## src/epc_pkg.sv

```systemverilog
// Package with register map, field positions and reset values of the exception pending control.
package epc_pkg;
  localparam logic [3:0]  EPC_OFF_PEND_STATE  = 4'h0;
  localparam logic [3:0]  EPC_OFF_VTAB_OFFSET = 4'h4;
  localparam logic [3:0]  EPC_OFF_IRQ_STATUS  = 4'h8;
  localparam logic [3:0]  EPC_OFF_IRQ_MASK    = 4'hC;
  localparam int          EPC_BIT_NMI_SET     = 31;
  localparam int          EPC_BIT_SVC_SET     = 28;
  localparam int          EPC_BIT_SVC_CLR     = 27;
  localparam int          EPC_BIT_TICK_SET    = 26;
  localparam int          EPC_BIT_TICK_CLR    = 25;
  localparam int          EPC_VEC_LSB         = 12;
  localparam int          EPC_VEC_MSB         = 17;
  localparam int          EPC_TBL_LSB         = 8;
  localparam int          EPC_TBL_MSB         = 31;
  localparam logic [5:0]  EPC_EXC_NMI         = 6'h02;
  localparam logic [5:0]  EPC_EXC_SVC         = 6'h0E;
  localparam logic [5:0]  EPC_EXC_TICK        = 6'h0F;
  localparam logic [5:0]  EPC_EXC_IRQ_BASE    = 6'h10;
  localparam int          EPC_NUM_IRQ         = 32;
  localparam logic [23:0] EPC_TBL_RESET       = 24'h000000;
  localparam logic [2:0]  EPC_EVT_RESET       = 3'h0;
endpackage

```

## src/epc_prio_if.sv

```systemverilog
// Interface carrying pending sources and the selected highest exception number.
`timescale 1ns/1ps
interface epc_prio_if;
  logic                   nmi_pend;
  logic                   svc_pend;
  logic                   tick_pend;
  logic [31:0]            irq_pend;
  logic [5:0]             best_num;
  modport ctrl (output nmi_pend, output svc_pend, output tick_pend, output irq_pend,
                input best_num);
  modport sel  (input nmi_pend, input svc_pend, input tick_pend, input irq_pend,
                output best_num);
endinterface

```

## src/epc_prio_sel.sv

```systemverilog
// Fixed-order selector giving the number of the highest pending enabled exception.
`timescale 1ns/1ps
module epc_prio_sel
  import epc_pkg::*;
(
  epc_prio_if.sel pif
);
  // Lower exception numbers win; external lines are scanned from the top down so
  // the lowest pending line is left standing at the end of the loop.
  always_comb begin
    pif.best_num = 6'h00;
    for (int i = EPC_NUM_IRQ - 1; i >= 0; i--) begin
      if (pif.irq_pend[i]) begin
        pif.best_num = 6'(EPC_EXC_IRQ_BASE + 6'(i));
      end
    end
    if (pif.tick_pend) begin
      pif.best_num = EPC_EXC_TICK;
    end
    if (pif.svc_pend) begin
      pif.best_num = EPC_EXC_SVC;
    end
    if (pif.nmi_pend) begin
      pif.best_num = EPC_EXC_NMI;
    end
  end
endmodule

```

## src/epc_ctrl.sv

```systemverilog
// Exception pending control and vector table offset registers with event interrupt.
`timescale 1ns/1ps
module epc_ctrl
  import epc_pkg::*;
(
  // Clock and reset.
  input  wire logic        ref_clk,
  input  wire logic        resetn,
  // Register port.
  input  wire logic [3:0]  reg_addr,
  input  wire logic [31:0] reg_wdata,
  input  wire logic        reg_wr,
  input  wire logic        reg_rd,
  output logic      [31:0] reg_rdata,
  // Core side.
  input  wire logic        tick_event,
  input  wire logic [31:0] irq_pend_en,
  input  wire logic        nmi_taken,
  input  wire logic        svc_taken,
  input  wire logic        tick_taken,
  output logic             nmi_pending,
  output logic             svc_pending,
  output logic             tick_pending,
  output logic      [5:0]  highest_pending_number,
  output logic      [31:0] vector_table_base,
  // Interrupt.
  output logic             irq
);

  logic        nmi_ff;
  logic        svc_ff;
  logic        tick_ff;
  logic [23:0] tbl_ff;
  logic [2:0]  evt_ff;
  logic [2:0]  mask_ff;
  logic [31:0] rdata_ff;
  logic [31:0] nxt_rdata;
  logic [2:0]  evt_set;
  logic        wr_state;
  logic        wr_vtab;
  logic        wr_status;
  logic [5:0]  best_ff;

  epc_prio_if pif ();

  epc_prio_sel u_sel (
    .pif (pif.sel)
  );

  assign pif.nmi_pend  = nmi_ff;
  assign pif.svc_pend  = svc_ff;
  assign pif.tick_pend = tick_ff;
  assign pif.irq_pend  = irq_pend_en;

  function automatic logic hit(input logic [3:0] a, input logic [3:0] off);
    return a == off;
  endfunction

  assign wr_state = reg_wr && hit(reg_addr, EPC_OFF_PEND_STATE);
  assign wr_vtab  = reg_wr && hit(reg_addr, EPC_OFF_VTAB_OFFSET);
  assign wr_status = reg_wr && hit(reg_addr, EPC_OFF_IRQ_STATUS);

  // A set arriving with handler entry wins, so a reasserted request is never lost.
  always_ff @(posedge ref_clk or negedge resetn) begin
    if (!resetn) begin
      nmi_ff <= 1'b0;
    end else if (wr_state && reg_wdata[EPC_BIT_NMI_SET]) begin
      nmi_ff <= 1'b1;
    end else if (nmi_taken) begin
      nmi_ff <= 1'b0;
    end
  end

  always_ff @(posedge ref_clk or negedge resetn) begin
    if (!resetn) begin
      svc_ff <= 1'b0;
    end else if (wr_state && reg_wdata[EPC_BIT_SVC_SET]) begin
      svc_ff <= 1'b1;
    end else if ((wr_state && reg_wdata[EPC_BIT_SVC_CLR]) || svc_taken) begin
      svc_ff <= 1'b0;
    end
  end

  always_ff @(posedge ref_clk or negedge resetn) begin
    if (!resetn) begin
      tick_ff <= 1'b0;
    end else if ((wr_state && reg_wdata[EPC_BIT_TICK_SET]) || tick_event) begin
      tick_ff <= 1'b1;
    end else if ((wr_state && reg_wdata[EPC_BIT_TICK_CLR]) || tick_taken) begin
      tick_ff <= 1'b0;
    end
  end

  // Bits 7:0 are not stored at all, which forces the alignment in hardware.
  always_ff @(posedge ref_clk or negedge resetn) begin
    if (!resetn) begin
      tbl_ff <= EPC_TBL_RESET;
    end else if (wr_vtab) begin
      tbl_ff <= reg_wdata[EPC_TBL_MSB:EPC_TBL_LSB];
    end
  end

  // Events: 0 service call pended, 1 tick pended, 2 nonmaskable pended.
  assign evt_set = {~nmi_ff & (wr_state & reg_wdata[EPC_BIT_NMI_SET]),
                    ~tick_ff & ((wr_state & reg_wdata[EPC_BIT_TICK_SET]) | tick_event),
                    ~svc_ff & (wr_state & reg_wdata[EPC_BIT_SVC_SET])};

  // One sticky flag per event; a new event in the clearing cycle wins over the clear.
  for (genvar g = 0; g < 3; g++) begin : g_evt
    always_ff @(posedge ref_clk or negedge resetn) begin
      if (!resetn) begin
        evt_ff[g] <= EPC_EVT_RESET[g];
      end else if (evt_set[g]) begin
        evt_ff[g] <= 1'b1;
      end else if (wr_status && reg_wdata[g]) begin
        evt_ff[g] <= 1'b0;
      end
    end
  end

  always_ff @(posedge ref_clk or negedge resetn) begin
    if (!resetn) begin
      mask_ff <= EPC_EVT_RESET;
    end else if (reg_wr && hit(reg_addr, EPC_OFF_IRQ_MASK)) begin
      mask_ff <= reg_wdata[2:0];
    end
  end

  always_comb begin
    nxt_rdata = 32'h00000000;
    case (reg_addr)
      EPC_OFF_PEND_STATE: begin
        nxt_rdata[EPC_BIT_NMI_SET]            = nmi_ff;
        nxt_rdata[EPC_BIT_SVC_SET]            = svc_ff;
        nxt_rdata[EPC_BIT_TICK_SET]           = tick_ff;
        nxt_rdata[EPC_VEC_MSB:EPC_VEC_LSB]    = pif.best_num;
      end
      EPC_OFF_VTAB_OFFSET: nxt_rdata[EPC_TBL_MSB:EPC_TBL_LSB] = tbl_ff;
      EPC_OFF_IRQ_STATUS:  nxt_rdata[2:0] = evt_ff;
      EPC_OFF_IRQ_MASK:    nxt_rdata[2:0] = mask_ff;
      default:             nxt_rdata = 32'h00000000;
    endcase
  end

  // The selector is combinational; the reported number is registered so the core sees
  // a clean level, at the cost of one cycle of lag after the pending state changes.
  always_ff @(posedge ref_clk or negedge resetn) begin
    if (!resetn) begin
      best_ff <= 6'h00;
    end else begin
      best_ff <= pif.best_num;
    end
  end

  // Read data stand only in the cycle after the strobe; write-only bits read zero.
  always_ff @(posedge ref_clk or negedge resetn) begin
    if (!resetn) begin
      rdata_ff <= 32'h00000000;
    end else if (reg_rd) begin
      rdata_ff <= nxt_rdata;
    end else begin
      rdata_ff <= 32'h00000000;
    end
  end

  assign reg_rdata              = rdata_ff;
  assign nmi_pending            = nmi_ff;
  assign svc_pending            = svc_ff;
  assign tick_pending           = tick_ff;
  assign highest_pending_number = best_ff;
  assign vector_table_base      = {tbl_ff, 8'h00};
  assign irq                    = |(evt_ff & mask_ff);
endmodule

```

## config.mk

```make
export PLATFORM = sky130hd
export DESIGN_NAME = epc_ctrl
export DESIGN_NICKNAME = d
export VERILOG_FILES = /design/src/epc_pkg.sv /design/src/epc_prio_if.sv /design/src/epc_prio_sel.sv /design/src/epc_ctrl.sv
export SDC_FILE = /design/constraint.sdc
export NUM_CORES = 1
export LEC_CHECK = 0
export BUFFER_PORTS_ARGS = -buffer_cell sky130_fd_sc_hd__buf_2
export CAP_MARGIN = 25
export CELL_PAD_IN_SITES_DETAIL_PLACEMENT = 1
export CELL_PAD_IN_SITES_GLOBAL_PLACEMENT = 2
export CORE_AREA = 2 2 99 124
export CTS_CLUSTER_DIAMETER = 200
export DETAILED_ROUTE_END_ITERATION = 10
export DIE_AREA = 0 0 101 126
export GPL_TIMING_DRIVEN = 0
export PLACE_DENSITY_LB_ADDON = 0.1
export REMOVE_ABC_BUFFERS = 1
export SKIP_CTS_REPAIR_TIMING = 1
export SYNTH_ARGS = -nofsm -noshare
export SYNTH_HDL_FRONTEND = slang
export SYNTH_SLANG_ARGS = --single-unit
```

## constraint.sdc

```tcl
create_clock -name ref_clk -period 2 [get_ports ref_clk]
set_input_delay 0.4 -clock ref_clk [delete_from_list [all_inputs] [get_ports ref_clk]]
set_output_delay 0.4 -clock ref_clk [all_outputs]
set_load 0.05 [all_outputs]
```

; ---- Word-level counts from Yosys, hierarchy flattened
; Index checks and enable logic that the tools add are counted.
[totals]
register_bits = 71
in_bits = 76
output_inout_bits = 74
[classes]
eq_ne = 3
n_bitwise = 11
n_reduce_logical = 23
mux = 57
[ops]
columns = operator, n
row1 = $mux 6, 35
row2 = $mux 32, 1
row3 = $mux 1, 13
row4 = $logic_and 1x1->1, 12
row5 = $pmux 6 s2, 1
row6 = $reduce_bool 2->1, 6
row7 = $eq 4x4->1 const B, 2
row8 = $mux 8, 1
row9 = $and 1x1->1, 6
row10 = $pmux 1 s2, 3
row11 = $pmux 3 s2, 1
row12 = $eq 4x3->1 const B, 1
row13 = $logic_not 4->1, 1
row14 = $mux 4, 1
row15 = $and 3x3->3, 1
row16 = $logic_or 1x1->1, 3
row17 = $not 1->1, 3
row18 = $reduce_or 3->1, 1
row19 = $mux 2, 1
row20 = $or 1x1->1, 1

; ---- Logic depth before layout (Yosys ltp)
[logic_depth]
depth_word = 37
depth_mapped = 6

; ---- Cells and area by module
; A second synthesis with hierarchy kept.
[hier_totals]
hier_cells = 250
area_unflattened_um2 = 3076.7
[modules_own_cells]
columns = module, seq_area_each_um2, area_per_inst_um2, cells_per_inst, n_inst
row1 = epc_ctrl, 1651.6, 2632.5, 171, 1
row2 = epc_prio_sel, 0.0, 444.2, 79, 1

; ---- Worst setup path before layout
; No wires, ideal clock.
[synth_timing]
path_kind = input port to flip-flop
startpoint = in irq_pend_en[14]
endpoint = reg rdata_ff[15], in the netlist reg_rdata[15]
arrival_time_ns = 1.592
path_stages = 6
path_buffers = 0
setup_slack_ns = 0.287
setup_ns = 0.121
cell_sequence = or4_4 > nor2_2 > o21ai_1 > a211oi_2 > nor2_1 > a22o_1
[synth_between]
elab_chain_len = 20
[synth_rtl]
columns = element, line
row1 = start: declaration, epc_ctrl.sv:17  ; input wire logic [31:0] irq_pend_en,
row2 = $mux 6 (15 in series), epc_prio_sel.sv:13  ; if (pif.irq_pend[i]) begin
row3 = $mux 6, epc_prio_sel.sv:17  ; if (pif.tick_pend) begin
row4 = $mux 6, epc_prio_sel.sv:20  ; if (pif.svc_pend) begin
row5 = $mux 6, epc_prio_sel.sv:23  ; if (pif.nmi_pend) begin
row6 = via pif.best_num[3], epc_prio_if.sv:8  ; logic [5:0] best_num;
row7 = $pmux 6 s2, epc_ctrl.sv:131  ; case (reg_addr)
row8 = $mux 32, epc_ctrl.sv:159  ; end else if (reg_rd) begin
row9 = end signal: assignment, epc_ctrl.sv:160  ; rdata_ff <= nxt_rdata;
row10 = end: declaration, epc_ctrl.sv:36  ; logic [31:0] rdata_ff;
; The timed path passes the listed nets, and every way through them passes these cells.
; A chain may end at the register's enable or synchronous reset.

; ---- Worst setup path in the final report
[layout_timing]
startpoint = in reg_addr[1]
endpoint = reg tbl_ff[22]
[layout_between]
elab_chain_len = 2
[layout_rtl]
columns = element, line
row1 = start: declaration, epc_ctrl.sv:10  ; input wire logic [3:0] reg_addr,
row2 = $eq 4x3->1, epc_ctrl.sv:56  ; return a == off;
row3 = $logic_and 1x1->1, epc_ctrl.sv:60  ; assign wr_vtab = reg_wr && hit(reg_addr, EPC_OFF_VTAB_OFFSET);
row4 = end signal: assignment, epc_ctrl.sv:99  ; tbl_ff <= reg_wdata[EPC_TBL_MSB:EPC_TBL_LSB];
row5 = end: declaration, epc_ctrl.sv:33  ; logic [23:0] tbl_ff;
; Every way passes these cells.

==> impl_metrics.tcl <==
set metrics [dict create \
    clockBufferDepth 2 \
    cp-start-kind "input port" \
    port_buffers 131 \
    grt_max_degree 67 \
    yosysWarnings 0 \
    powerDensity_mw_per_mm2 1080 \
    synth_seq_cells 66 \
    route.detailed.drc 0 \
    hold_ws_ns 0.178 \
    die_w_um 101 \
    htree_levels 3 \
    drt-total-wl_mm 8.50 \
    firstDrtPassIters 4 \
    synth_edf_count 0 \
    coreArea_mm2 0.0116 \
    overflow 0 \
    wire_per_inst_um 15.9 \
    track_usage_pct 13.7 \
    p_sw_uw 1440 \
    path_clk_slew_ns 0.05 \
    cap_viol_max_count 0 \
    grt_pass1_vias 2589 \
    final_hold_viol_count 0 \
    cts_tree "built" \
    drive_gt1_share_pct 44.7 \
    synth_cell_types 40 \
    hp-class "input port to asynchronous set/reset pin" \
    cts_buffers 9 \
    clock_latency_ns 0.32 \
    finClkSkew_ns 0.00511 \
    synth_area_mm2 0.00294 \
    pwr-share-clk_pct 37.7 \
    pwr-share-comb_pct 25.0 \
    worstReg2RegEnd "reg_rdata[13]" \
    drt-vias-per-instance 4.58 \
    synth-main-ff-cell "dfrtp_1" \
    power_leakage_uw 0.00203 \
    postRouteAntennaNets 0 \
    antenna_found_initial 0 \
    netlist_top_cells_area "dfrtp_1, mux2_2, and2_1, buf_4, nand2_1" \
    synth_cells 263 \
    rr_worst_depth 5 \
    fin_crit_ns 1.78 \
    post-route-period-util_pct 88.8 \
    post-dp-hpwl_mm 6.43 \
    ys_seq_area_share_pct 56.1 \
    area_growth_pct 35.6 \
    r2r-start "tick_pending" \
    ios 150 \
    gp_congestion 0.728 \
    slew_headroom_pct 37.9 \
    root_buffer "clkbuf_16" \
    slew_viol_final 0 \
    status "complete, no violations" \
    initial_core_util_pct 25.5 \
    regToRegSetupSlack_ns 0.47 \
    worstPathArrival_ns 1.98 \
    postLayoutCoreUtil_pct 34.5 \
    rsz0062_at_grt "false" \
    vias 2456 \
    worst_slew_pin_slew_ns 0.931 \
    synth_top_area_cell "dfrtp_1" \
    tns_ns 0 \
    synth_common_cells "dfrtp_1, mux2_2, nand2_1" \
    grt_pass1_wl_mm 13.4 \
    crit_type "input port to flop" \
    rows 44 \
    async_flop_share_pct 100 \
    yosysTopAreaCellShare_pct 56.1 \
    die_h_um 126 \
    yosysMostFrequentCell "dfrtp_1" \
    cp-end-kind "flop" \
    gr-usage-met3_pct 3.66 \
    max-vdd-ir-drop_mv 0.418 \
    worstPathRequired_ns 2.21 \
    finalSetupViolCount 0 \
    drt-initial-drc-count 32 \
    postSynthAreaPerCell_um2 11.2 \
    design.die.area_mm2 0.0127 \
    busiest_layer "met2" \
    grtUsageMet1_pct 16.2 \
    worstPathMaxFanout 13 \
    intPower_uw 2870 \
    met2_usage_pct 23.3 \
    antenna_cells 0 \
    cts.sinks 66 \
    swShare_pct 33.4 \
    clock.fmax_mhz 563 \
    nNetsFinal 470 \
    seq_power_share_pct 37.3 \
]
[power groups by stage]
stage               Sequential, µW  Clock (µW)  Combinational (µW)
floorplan                     2090           0                 280
global placement              1620           0                1080
detailed placement            1630           0                1090
CTS                           1610        1670                1090
global route                  1640        1720                1140
finish                        1610        1620                1080
[worst max-delay path, cell delays in order]
cell	delay, ns
buf_2	0.10
nor3_1	0.20
and3_1	0.68
buf_8	0.25
mux2_2	0.34
[cell families (layout without fill, tap and decap cells)]
family	count (synthesis)	in the layout	share of synthesized area, %
and+or+nand+nor	94	94	16.9
DFF	66	66	56.1
AOI/OAI and AO/OA	42	42	9.86
muxes	30	30	11.3
buffers and inverters	30	153	5.65
other	1	13	0.127
[flip-flops by register name, indices dropped and copies added (netlist names)]
name,flops
evt_ff,3
highest_pending_number,6
mask_ff,3
nmi_pending,1
reg_rdata,27
svc_pending,1
tbl_ff,24
tick_pending,1
[cells in the final DEF (no fill, tap or decap), drive strengths merged, types with 5 or more instances in the layout]
master  instances
and2           17
nor4            7
nand2          20
mux2           27
clkbuf         12
a21oi           8
nor3            9
conb           13
dfrtp          66
nor2           20
buf           132
inv             6
o21ai          12
nor2b           5
o31ai           6
[layer usage]
metal | vias up | part of all wire [%]
met5 | - | 0
met4 | 0 | 1.7
met3 | 11 | 6.5
met2 | 95 | 50
met1 | 1188 | 42
li1 | 1162 | -
[how the worst max path moves through the flow]
stage,start,to,cells past startpoint
2_1_floorplan,reg_addr[1],tbl_ff[0],3
3_3_place_gp,reg_addr[1],tbl_ff[16],4
3_5_place_dp,reg_addr[1],tbl_ff[22],5
4_1_cts,reg_addr[1],tbl_ff[22],5
5_1_grt,reg_addr[1],tbl_ff[8],5
6_report,reg_addr[1],tbl_ff[22],5
[metrics by stage]
step | total power [µW] | worst slack, ns | instances | cell area (µm²)
global placement | 2710 | -0.398 | 520 | 3670
floorplan | 2370 | 0.212 | 251 | 2850
detailed placement | 2730 | -0.148 | 521 | 3690
finish | 4310 | 0.225 | 536 | 3990
CTS | 4380 | 0.174 | 536 | 3990
global route | 4500 | 0.0928 | 536 | 3990
[cell type report]
cell class / count / area [µm²]
fillers: 1325 / 7570
flip-flops and latches: 66 / 1650
multi-input cells: 179 / 1170
repair buffers: 132 / 673
clock buffers: 12 / 236
well taps: 138 / 173
clock inverters: 3 / 65.1
inverters: 6 / 22.5
No activity file was read; power rests on OpenSTA's default activity.
